<file path="src/hdl/pcid_params.svh">
// constants for the configuration identity and command register block
// assumes inclusion by the package and the design modules by bare name
`ifndef PCID_PARAMS_SVH
`define PCID_PARAMS_SVH

// ****************************************************************
// configuration dword indices (byte offset divided by four)
// ****************************************************************
`define PCID_IDX_W          6
`define PCID_IDX_IDENT      6'h00
`define PCID_IDX_CMDSTAT    6'h01

// ****************************************************************
// command register fields
// ****************************************************************
`define PCID_CMD_RESET      16'h0000
`define PCID_CMD_WR_MASK    16'h0357
`define PCID_CMD_IOS        0
`define PCID_CMD_MEM        1
`define PCID_CMD_BM         2
`define PCID_CMD_SC         3
`define PCID_CMD_MWI        4
`define PCID_CMD_VGA        5
`define PCID_CMD_PER        6
`define PCID_CMD_STEP       7
`define PCID_CMD_SERR       8
`define PCID_CMD_FBB        9

// ****************************************************************
// status field and identity defaults (identity values are arbitrary)
// ****************************************************************
`define PCID_STAT_DPE       15
`define PCID_MAKER_IDENT    16'h5A5A
`define PCID_PART_LEGACY    16'hA5E1
`define PCID_PART_ENHANCED  16'hA5E2
`define PCID_ZERO16         16'h0000
`define PCID_ZERO32         32'h0000_0000

`endif

</file>
<file path="src/hdl/pcid_pkg.sv">
// types shared by the configuration identity and command block
// assumes pcid_params.svh is on the include path
`include "pcid_params.svh"

package pcid_pkg;

    // ****************************************************************
    // configuration access request as taken from the target logic
    // ****************************************************************
    typedef struct packed {
        logic                     write;
        logic [`PCID_IDX_W-1:0]   idx;
        logic [3:0]               be;
        logic [31:0]              wdata;
    } pcid_cfg_req_t;

    // ****************************************************************
    // gated enables handed to the bus engines
    // ****************************************************************
    typedef struct packed {
        logic fast_b2b_any;
        logic mem_claim;
        logic io_claim;
        logic master_ok;
        logic use_mwi;
    } pcid_gate_t;

endpackage
</file>
<file path="src/hdl/pcid_cfg_regs.sv">
// identity and command registers of one function's configuration header
// assumes config accesses come decoded from target logic on the bus clock
// Summary of operation
// - maker identity word at offset 00h is fixed, writes ignored.
// - part identity word at 02h is fixed; low digit differs per function kind.
// - command register at 04h, all sixteen bits reset to zero.
// - all-zero command leaves only configuration accesses answered.
// - bit 9 lets fast back-to-back go to different agents.
// - bit 8 enables the system error pin driver.
// - address parity error reported only with bits 8 and 6 both set.
// - stepping control bit 7 reads zero and is read-only.
// - bit 6 set gives the normal parity error action with the error pin.
// - bit 6 clear sets detected parity status bit 15, no error pin.
// - parity is always generated on driven transfers.
// - bit 2 gates bus mastering; zero means no accesses started.
// - bit 1 gates response to memory space accesses.
// - bit 0 gates response to I/O space accesses.
// - bit 4 permits write-and-invalidate; otherwise plain memory writes.
`timescale 1ns/1ns
`include "pcid_params.svh"

module pcid_cfg_regs #(
    parameter bit          ENHANCED_FUNC = 1'b0,
    parameter logic [15:0] MAKER_IDENT   = `PCID_MAKER_IDENT,   // arbitrary value
    parameter logic [15:0] PART_LEGACY   = `PCID_PART_LEGACY,   // arbitrary value
    parameter logic [15:0] PART_ENHANCED = `PCID_PART_ENHANCED  // arbitrary value
) (
    input  wire logic                   clock,
    input  wire logic                   sys_rst,
    input  wire logic                   ce,
    input  wire logic                   cfg_valid,
    input  wire pcid_pkg::pcid_cfg_req_t cfg_req,
    output logic                        cfg_ack,
    output logic [31:0]                 cfg_rdata,
    input  wire logic                   mem_hit,
    input  wire logic                   io_hit,
    input  wire logic                   master_req,
    input  wire logic                   mwi_want,
    output pcid_pkg::pcid_gate_t        gate,
    output logic [15:0]                 command_o,
    input  wire logic                   drive_valid,
    input  wire logic [31:0]            ad_out,
    input  wire logic [3:0]             cbe_out,
    input  wire logic                   chk_addr,
    input  wire logic                   chk_data,
    input  wire logic [31:0]            ad_in,
    input  wire logic [3:0]             cbe_in,
    input  wire logic                   par_in,
    output logic                        par_o,
    output logic                        par_oe,
    output logic                        perr_n_o,
    output logic                        perr_oe,
    output logic                        serr_n_o,
    output logic                        serr_oe,
    output logic                        detected_parity_error
);

    // ****************************************************************
    // local constants and storage
    // ****************************************************************
    localparam logic [15:0] PART_IDENT = ENHANCED_FUNC ? PART_ENHANCED : PART_LEGACY;

    logic [15:0] cmd_q;
    logic [15:0] cmd_d;
    logic        dpe_q;
    logic        addr_err;
    logic        data_err;
    logic        perr_fire;
    logic        serr_fire;
    logic        dpe_clear;
    logic        wr_cmdstat;

    // merge one 16-bit half of a write under its two byte enables
    function automatic logic [15:0] merge_half(input logic [15:0] old_v,
                                               input logic [15:0] new_v,
                                               input logic [1:0]  be);
        logic [15:0] res;
        res = old_v;
        if (be[0]) begin
            res[7:0] = new_v[7:0];
        end
        if (be[1]) begin
            res[15:8] = new_v[15:8];
        end
        return res;
    endfunction

    // ****************************************************************
    // configuration write decode
    // ****************************************************************
    // identity dword has no write path at all, so identity writes vanish
    assign wr_cmdstat = cfg_valid && cfg_req.write && (cfg_req.idx == `PCID_IDX_CMDSTAT);

    // read-only and reserved bits are masked out so they stay zero
    always_comb begin
        cmd_d = merge_half(cmd_q, cfg_req.wdata[15:0], cfg_req.be[1:0]) & `PCID_CMD_WR_MASK;
    end

    // status bit 15 is write-one-to-clear through its upper byte lane
    assign dpe_clear = wr_cmdstat && cfg_req.be[3] && cfg_req.wdata[16 + `PCID_STAT_DPE];

    // ****************************************************************
    // command register
    // ****************************************************************
    // every bit clears on reset; reserved bits are not stored
    always_ff @(posedge clock or posedge sys_rst) begin
        if (sys_rst) begin
            cmd_q <= `PCID_CMD_RESET;
        end else if (ce && wr_cmdstat) begin
            cmd_q <= cmd_d;
        end
    end

    // ****************************************************************
    // configuration read path and acknowledge
    // ****************************************************************
    // config accesses are answered whatever the command holds
    always_ff @(posedge clock or posedge sys_rst) begin
        if (sys_rst) begin
            cfg_ack   <= 1'b0;
            cfg_rdata <= `PCID_ZERO32;
        end else if (ce) begin
            cfg_ack <= cfg_valid;
            if (cfg_valid && !cfg_req.write) begin
                case (cfg_req.idx)
                    `PCID_IDX_IDENT: begin
                        cfg_rdata <= {PART_IDENT, MAKER_IDENT};
                    end
                    `PCID_IDX_CMDSTAT: begin
                        cfg_rdata <= {dpe_q, 15'h0000, cmd_q};
                    end
                    default: begin
                        cfg_rdata <= `PCID_ZERO32;               // unmapped reads zero
                    end
                endcase
            end else begin
                cfg_rdata <= `PCID_ZERO32;
            end
        end
    end

    // ****************************************************************
    // gated enables toward the target and master engines
    // ****************************************************************
    // registered so that a zero command shuts every path the next cycle
    always_ff @(posedge clock or posedge sys_rst) begin
        if (sys_rst) begin
            gate      <= '0;
            command_o <= `PCID_CMD_RESET;
        end else if (ce) begin
            gate.mem_claim    <= mem_hit && cmd_q[`PCID_CMD_MEM];
            gate.io_claim     <= io_hit && cmd_q[`PCID_CMD_IOS];
            gate.master_ok    <= master_req && cmd_q[`PCID_CMD_BM];
            // write-and-invalidate also needs mastering; else plain writes
            gate.use_mwi      <= mwi_want && cmd_q[`PCID_CMD_BM] && cmd_q[`PCID_CMD_MWI];
            gate.fast_b2b_any <= cmd_q[`PCID_CMD_FBB];
            command_o         <= cmd_q;
        end
    end

    // ****************************************************************
    // parity engine: generation is unconditional
    // ****************************************************************
    pcid_parity u_parity (
        .clock       (clock),
        .sys_rst     (sys_rst),
        .ce          (ce),
        .drive_valid (drive_valid),
        .ad_out      (ad_out),
        .cbe_out     (cbe_out),
        .chk_addr    (chk_addr),
        .chk_data    (chk_data),
        .ad_in       (ad_in),
        .cbe_in      (cbe_in),
        .par_in      (par_in),
        .par_o       (par_o),
        .par_oe      (par_oe),
        .addr_err    (addr_err),
        .data_err    (data_err)
    );

    // ****************************************************************
    // parity error response
    // ****************************************************************
    // data errors raise the pin only with response on
    assign perr_fire = data_err && cmd_q[`PCID_CMD_PER];
    // address errors need both enables before the system pin fires
    assign serr_fire = addr_err && cmd_q[`PCID_CMD_PER] && cmd_q[`PCID_CMD_SERR];

    // detected status is sticky; a new error beats a same-cycle clear
    always_ff @(posedge clock or posedge sys_rst) begin
        if (sys_rst) begin
            dpe_q <= 1'b0;
        end else if (ce) begin
            if (addr_err || data_err) begin
                dpe_q <= 1'b1;
            end else if (dpe_clear) begin
                dpe_q <= 1'b0;
            end
        end
    end

    // mirror of the status bit for the function's own logic
    always_ff @(posedge clock or posedge sys_rst) begin
        if (sys_rst) begin
            detected_parity_error <= 1'b0;
        end else if (ce) begin
            detected_parity_error <= dpe_q;
        end
    end

    // ****************************************************************
    // error pin drivers
    // ****************************************************************
    // sustained driver; operation continues with no pin when response is off
    pcid_pin_drv #(
        .OPEN_DRAIN (1'b0)
    ) u_perr (
        .clock    (clock),
        .sys_rst  (sys_rst),
        .ce       (ce),
        .fire     (perr_fire),
        .drive_en (cmd_q[`PCID_CMD_PER]),
        .pin_n_o  (perr_n_o),
        .pin_oe   (perr_oe)
    );

    // open-drain driver enabled only by bit 8
    pcid_pin_drv #(
        .OPEN_DRAIN (1'b1)
    ) u_serr (
        .clock    (clock),
        .sys_rst  (sys_rst),
        .ce       (ce),
        .fire     (serr_fire),
        .drive_en (cmd_q[`PCID_CMD_SERR]),
        .pin_n_o  (serr_n_o),
        .pin_oe   (serr_oe)
    );

endmodule

</file>
<file path="src/hdl/pcid_parity.sv">
// even parity generator and checker for address/data plus byte enables
// assumes par lags its ad/cbe phase by one clock, as on the bus
`timescale 1ns/1ns

module pcid_parity (
    input  wire logic        clock,
    input  wire logic        sys_rst,
    input  wire logic        ce,
    input  wire logic        drive_valid,
    input  wire logic [31:0] ad_out,
    input  wire logic [3:0]  cbe_out,
    input  wire logic        chk_addr,
    input  wire logic        chk_data,
    input  wire logic [31:0] ad_in,
    input  wire logic [3:0]  cbe_in,
    input  wire logic        par_in,
    output logic             par_o,
    output logic             par_oe,
    output logic             addr_err,
    output logic             data_err
);

    logic expect_q;
    logic pend_addr_q;
    logic pend_data_q;

    // ****************************************************************
    // generation never looks at the response enable, checking may
    // ****************************************************************
    always_ff @(posedge clock or posedge sys_rst) begin
        if (sys_rst) begin
            par_o  <= 1'b0;
            par_oe <= 1'b0;
        end else if (ce) begin
            par_o  <= ^{ad_out, cbe_out};
            par_oe <= drive_valid;
        end
    end

    // ****************************************************************
    // check: hold expected parity one cycle, compare against par_in
    // ****************************************************************
    always_ff @(posedge clock or posedge sys_rst) begin
        if (sys_rst) begin
            expect_q    <= 1'b0;
            pend_addr_q <= 1'b0;
            pend_data_q <= 1'b0;
            addr_err    <= 1'b0;
            data_err    <= 1'b0;
        end else if (ce) begin
            expect_q    <= ^{ad_in, cbe_in};
            pend_addr_q <= chk_addr;
            pend_data_q <= chk_data;
            addr_err    <= pend_addr_q && (expect_q != par_in);
            data_err    <= pend_data_q && (expect_q != par_in);
        end
    end

endmodule

</file>
<file path="src/hdl/pcid_pin_drv.sv">
// registered driver for one active-low error pin of the bus
// assumes a one-cycle fire request from logic on the same clock
`timescale 1ns/1ns
`include "pcid_params.svh"

module pcid_pin_drv #(
    parameter bit OPEN_DRAIN = 1'b1
) (
    input  wire logic clock,
    input  wire logic sys_rst,
    input  wire logic ce,
    input  wire logic fire,
    input  wire logic drive_en,
    output logic      pin_n_o,
    output logic      pin_oe
);

    logic release_q;

    // ****************************************************************
    // pin drive: low for one cycle, then open drain lets go at once
    // while a sustained driver pushes high for one cycle first
    // ****************************************************************
    always_ff @(posedge clock or posedge sys_rst) begin
        if (sys_rst) begin
            pin_n_o   <= 1'b1;
            pin_oe    <= 1'b0;
            release_q <= 1'b0;
        end else if (ce) begin
            if (fire && drive_en) begin
                pin_n_o   <= 1'b0;
                pin_oe    <= 1'b1;
                release_q <= !OPEN_DRAIN;
            end else if (release_q) begin
                pin_n_o   <= 1'b1;   // drive high before tri-state
                pin_oe    <= 1'b1;
                release_q <= 1'b0;
            end else begin
                pin_n_o   <= 1'b1;
                pin_oe    <= 1'b0;
            end
        end
    end

endmodule

</file>
<file path="config.mk">
export PLATFORM = sky130hd
export DESIGN_NAME = pcid_cfg_regs
export DESIGN_NICKNAME = d
export VERILOG_FILES = /design/src/hdl/pcid_pkg.sv /design/src/hdl/pcid_cfg_regs.sv /design/src/hdl/pcid_parity.sv /design/src/hdl/pcid_pin_drv.sv
export VERILOG_INCLUDE_DIRS = /design/src /design/src/hdl
export SDC_FILE = /design/constraint.sdc
export NUM_CORES = 1
export LEC_CHECK = 0
export ABC_CLOCK_PERIOD_IN_PS = 2700
export BUFFER_PORTS_ARGS = -buffer_cell sky130_fd_sc_hd__buf_2
export CAP_MARGIN = 10
export CORE_UTILIZATION = 44
export DETAILED_ROUTE_END_ITERATION = 16
export GPL_ROUTABILITY_DRIVEN = 0
export MAX_ROUTING_LAYER = met4
export PLACE_DENSITY = 0.95
export SYNTH_ARGS = -nofsm -noshare
export SYNTH_HDL_FRONTEND = slang
export SYNTH_SLANG_ARGS = --single-unit
export TNS_END_PERCENT = 1
</file>
<file path="constraint.sdc">
create_clock -name clock -period 2.7 [get_ports clock]
set_input_delay 0.135 -clock clock [delete_from_list [all_inputs] [get_ports clock]]
set_output_delay 0.135 -clock clock [all_outputs]
set_load 0.02 [all_outputs]
</file>
# == Yosys cells after proc, flatten, opt, wreduce, memory -nomap -nowiden ==
# Index checks and enable logic that the tools add are counted.
# word_totals
regBits,66
inputBits,127
output_inout_bits,61
# classes
eq_ne,2
mux,10
n_reduce_logical,27
# ops
op,n
$reduce_xor 36->1,2
$pmux 32 s2,1
$mux 32,1
$logic_and 1x1->1,18
$mux 1,8
$eq 6x1->1 const B,1
$logic_not 6->1,1
$reduce_and 2->1,3
$reduce_bool 2->1,1
$logic_not 1->1,1
$logic_or 1x1->1,1
$ne 1x1->1,1

# == Logic depth before layout (Yosys ltp) ==
# depth
ltp_word,6
mapped_depth,6
ltp_nobuf,6

# == Modules after synthesis ==
# A second synthesis with hierarchy kept.
# unflattened
hier_cells,235
hier_area_um2,2571.2
# by_module_without_submodules
module,instances,cells_each,area_each_um2,seq_area_each_um2
pcid_cfg_regs,1,126,1486.4,750.7
pcid_parity,1,91,893.4,175.2
pcid_pin_drv at u_perr,1,11,115.1,76.3
pcid_pin_drv at u_serr,1,7,76.3,51.3

# == Worst setup path after synthesis ==
# No wires, ideal clock.
# synth_timing
kind,input to register
start,input port cfg_req[37] (netlist bit)
end,register cmd_q[0]
arrival_time_ns,1.457
required_time_ns,2.575
path_slack_ns,1.117
path_stages,5
path_buffers,0
cell_sequence,or4b_1 > nor3_2 > and4_4 > nand2_4 > mux2_4
# synth_between
elab_chain_cells,4
# synth_lines
element,line_no,text
start: declaration,pcid_cfg_regs.sv:32,"input wire pcid_pkg::pcid_cfg_req_t cfg_req,"
$eq 6x1->1,--,
$logic_and 1x1->1,pcid_cfg_regs.sv:92,assign wr_cmdstat = cfg_valid && cfg_req.write && (cfg_req.idx == `PCID_IDX_CMDSTAT);
$logic_and 1x1->1,pcid_cfg_regs.sv:109,end else if (ce && wr_cmdstat) begin
$reduce_and 2->1 (no line),--,
end signal: assignment,pcid_cfg_regs.sv:108,cmd_q <= `PCID_CMD_RESET;
end signal: assignment,pcid_cfg_regs.sv:110,cmd_q <= cmd_d;
end: declaration,pcid_cfg_regs.sv:63,logic [15:0] cmd_q;
# Every way passes these cells.
# A chain may end at the register's enable or synchronous reset.

# == Worst setup path after layout ==
# layout_timing
start,input port cfg_req[37] (netlist bit)
end,register cmd_q[6]
# Same word-level chain as after synthesis.

==> flow_metrics.py <==
metrics = {
    "floorplanning": {
        "core.rowCount": 27,
        "fp.coreArea_um2": 5510,
        "die_width_um": 77.8,
        "floorplan.initialDensity_pct": 45.9,
        "die_h_um": 77.8,
        "die_area_um2": 6050,
        "floorplan.io_pins": 188,
    },
    "detailed_routing": {
        "total_iterations_of_the_first_detailed_routing_run": 4,
        "routed_wire_length_per_instance_um": 12.2,
        "detail-route-antenna-nets": 0,
        "num_vias": 1968,
        "detail_route.vias_per_cell": 4.60,
        "routed_wirelength_mm": 5.21,
        "detailedRoute.firstIterationViolations": 45,
        "number_of_remaining_drc_errors": 0,
    },
    "global_routing": {
        "grt_use_total_pct": 18.4,
        "antenna_found_initial": 0,
        "grt_max_degree": 24,
        "grt.overflow.total": 0,
        "grt_pass1_wl_mm": 8.37,
        "number_of_global_route_vias_before_repair": 1868,
    },
    "clock_tree": {
        "tritoncts.num_buffers": 5,
        "cts.sink_count": 42,
        "ctsLongestPathBuffers": 2,
        "cts_hold_buffers": 1,
        "post_cts_resize_count": 0,
        "root_buffer": "clkbuf_8",
        "tritoncts": "built",
        "post_cts_buffers": 0,
        "clk_latency_ns": 0.29,
        "cts_htree_levels": 2,
        "clk_transition_reported_paths_ns": 0.08,
    },
    "placement": {
        "dp_hpwl_mm": 4.28,
        "post-place-cells": 420,
        "buffer_ports.inserted": 140,
    },
    "setup_path": {
        "arrival_ns": 1.64,
        "worst-path-max-fanout": 5,
        "worst-endpoint-required_ns": 2.87,
        "worstSetupEndpointType": "flip-flop",
        "start_kind": "input pin",
        "timing.critical_path.cells": "buf_2, or4b_1, nor3_2, and4_4, nand2_4, mux2_4",
        "timing.reg2reg.worst_path_depth": 1,
        "slowest_stage": "or4b_1",
        "worst_path_largest_cell_delay_ns": 0.53,
        "critical_path_class": "input pin to flip-flop",
    },
    "finish": {
        "multi_input_comb_area_um2": 1250,
        "post_route_cells_drive_above_1_share_pct": 49.2,
        "insertedDiodeCount": 0,
        "num-fill-cells": 477,
        "final_stage_net_count": 483,
        "regArea_um2": 1050,
        "layout.cells.non_filler": 428,
        "synthesis_to_finish_area_growth_pct": 28.0,
    },
    "synthesis": {
        "warning_count_from_the_yosys_run": 0,
        "yosys_most_used_dff": "dfrtp_1",
        "ys_types": 28,
        "synth_largest_area_cell": "dfrtp_1",
        "synth_top_area_share_pct": 39.6,
        "synthArstFlopShare_pct": 100,
        "syn_inst": 223,
        "leading_cell_type_by_number_of_instances_after_synthesis": "xnor2_1",
        "synth.avg_cell_area_um2": 11.3,
        "post_synth_main_area_contributors": "dfrtp_1 40%, xnor2_1 21%, buf_4 9.8%",
        "synth_edf_count": 0,
        "ys_top_cells_by_count": "61 x xnor2_1, 40 x dfrtp_1, 33 x buf_4, 14 x mux2_2, 8 x inv_1",
        "syn_area_um2": 2530,
        "synth.yosys.seq_area_share_pct": 41.7,
        "postSynthRegisterBits": 42,
    },
    "job": {
        "max_cap_violations": 0,
    },
    "status": {
        "status": "completed",
    },
    "pwr": {
        "powerDensity_nw_per_um2": 498,
        "peakVddDrop_mv": 0.285,
        "leakagePower_nw": 1.69,
    },
    "sta": {
        "max_slew.worst_pin.slew_ns": 0.705,
        "timing.final.hold_violations": 0,
        "period_needed_ns": 1.46,
        "period_share_pct": 54.2,
        "setup_repair_after_global_routing_missed_its_margin": "false",
        "fmax_ghz": 0.683,
        "setup-violations-final": 0,
        "max-slew-margin-rel_pct": 52.7,
        "fin_setup_tns_ns": 0,
        "timing.clock.skew_ns": 0.00779,
        "finalMaxSlewViolations": 0,
    },
    "min_path": {
        "worst_hold_path_type": "input pin to flip-flop",
        "worst_hold_path.num_cells": 2,
    },
}
worst paths after layout:
check / startpoint / to / slack [ns]
min in group asynchronous: sys_rst / u_serr.pin_oe / 0.41
max reg2reg: cmd_q[6] / cfg_rdata[6] / 1.84
max: cfg_req[37] / cmd_q[6] / 1.24
min reg2reg: u_parity.pend_addr_q / u_parity.pend_addr_q / 0.51
max in group asynchronous: sys_rst / u_perr.pin_n_o / 1.56
min: cfg_req[9] / cmd_q[9] / 0.07
per-layer routing:
metal  part of all wire [%]  GRT usage [%]  vias up  routed length, um
li1                       -              -      949                  -
met1                     40           21.0      922               2070
met2                     52           31.9       88               2730
met3                    6.5           4.12        9                337
met4                    1.4           5.85        0                 73
met5                      0              -        -                  0
state kept, by name, indices dropped and copies added (netlist names), 5 cells and up:
name and flops:
cmd_q 7, gate 5, command_o 6, cfg_rdata 9
final cells by class:
class	instances	area share (%)
repair buffers	143	22.4
well taps	72	2.79
multi-input cells	156	38.8
inverters	8	0.929
flip-flops and latches	42	32.6
clock inverters	2	0.310
clock buffers	5	2.13
worst max-delay path, delay by kind of cell:
kind	cells	cell delay (ns)
mux	1	0.31
simple gates	4	1.10
buf+inv	1	0.09
through the flow:
step	util (%)	total power, mW	hold WS [ns]	setup slack, ns	cell area (um2)
after global routing	58.7	1.70	0.0690	1.13	3230
final	58.7	1.61	0.0720	1.24	3230
after detailed placement	57.1	1.26	0.194	0.929	3140
after CTS	58.7	1.63	0.0659	1.23	3230
after global placement	57.1	1.24	0.191	0.969	3140
after floorplan	-	1.13	0.284	1.12	2610
cell usage in the layout, fill, tap and decap left out, types with 3 or more instances in the layout:
master    synthesis  layout
a221o_1           5       5
dfrtp_1          40      40
conb_1            1      22
clkbuf_8          0       5
o21ai_0           7       7
nor2_1            4       4
mux2_2           14      14
xnor2_1          61      61
a21oi_1           4       4
xor2_1            6       6
nand2_1           4       4
mux2_4            5       5
inv_1             8       7
nand3_1           6       6
a22o_1            3       3
buf_2             0     140
cells by family after synthesis:
kind of cell           count (synthesis)  synth area share (%)
AO/OA/AOI/OAI                         24                  6.79
XOR/XNOR                              69                  25.0
buffers and inverters                 46                  11.7
flip-flops                            42                  41.7
multiplexers                          19                  9.21
other                                  1                 0.148
AND/OR/NAND/NOR                       22                  5.40
where the power goes:
part	internal (mW)	switching [mW]
Clock	0.173	0.199
Combinational	0.300	0.241
Sequential	0.669	0.0268
No activity file was read; power rests on OpenSTA's default activity.
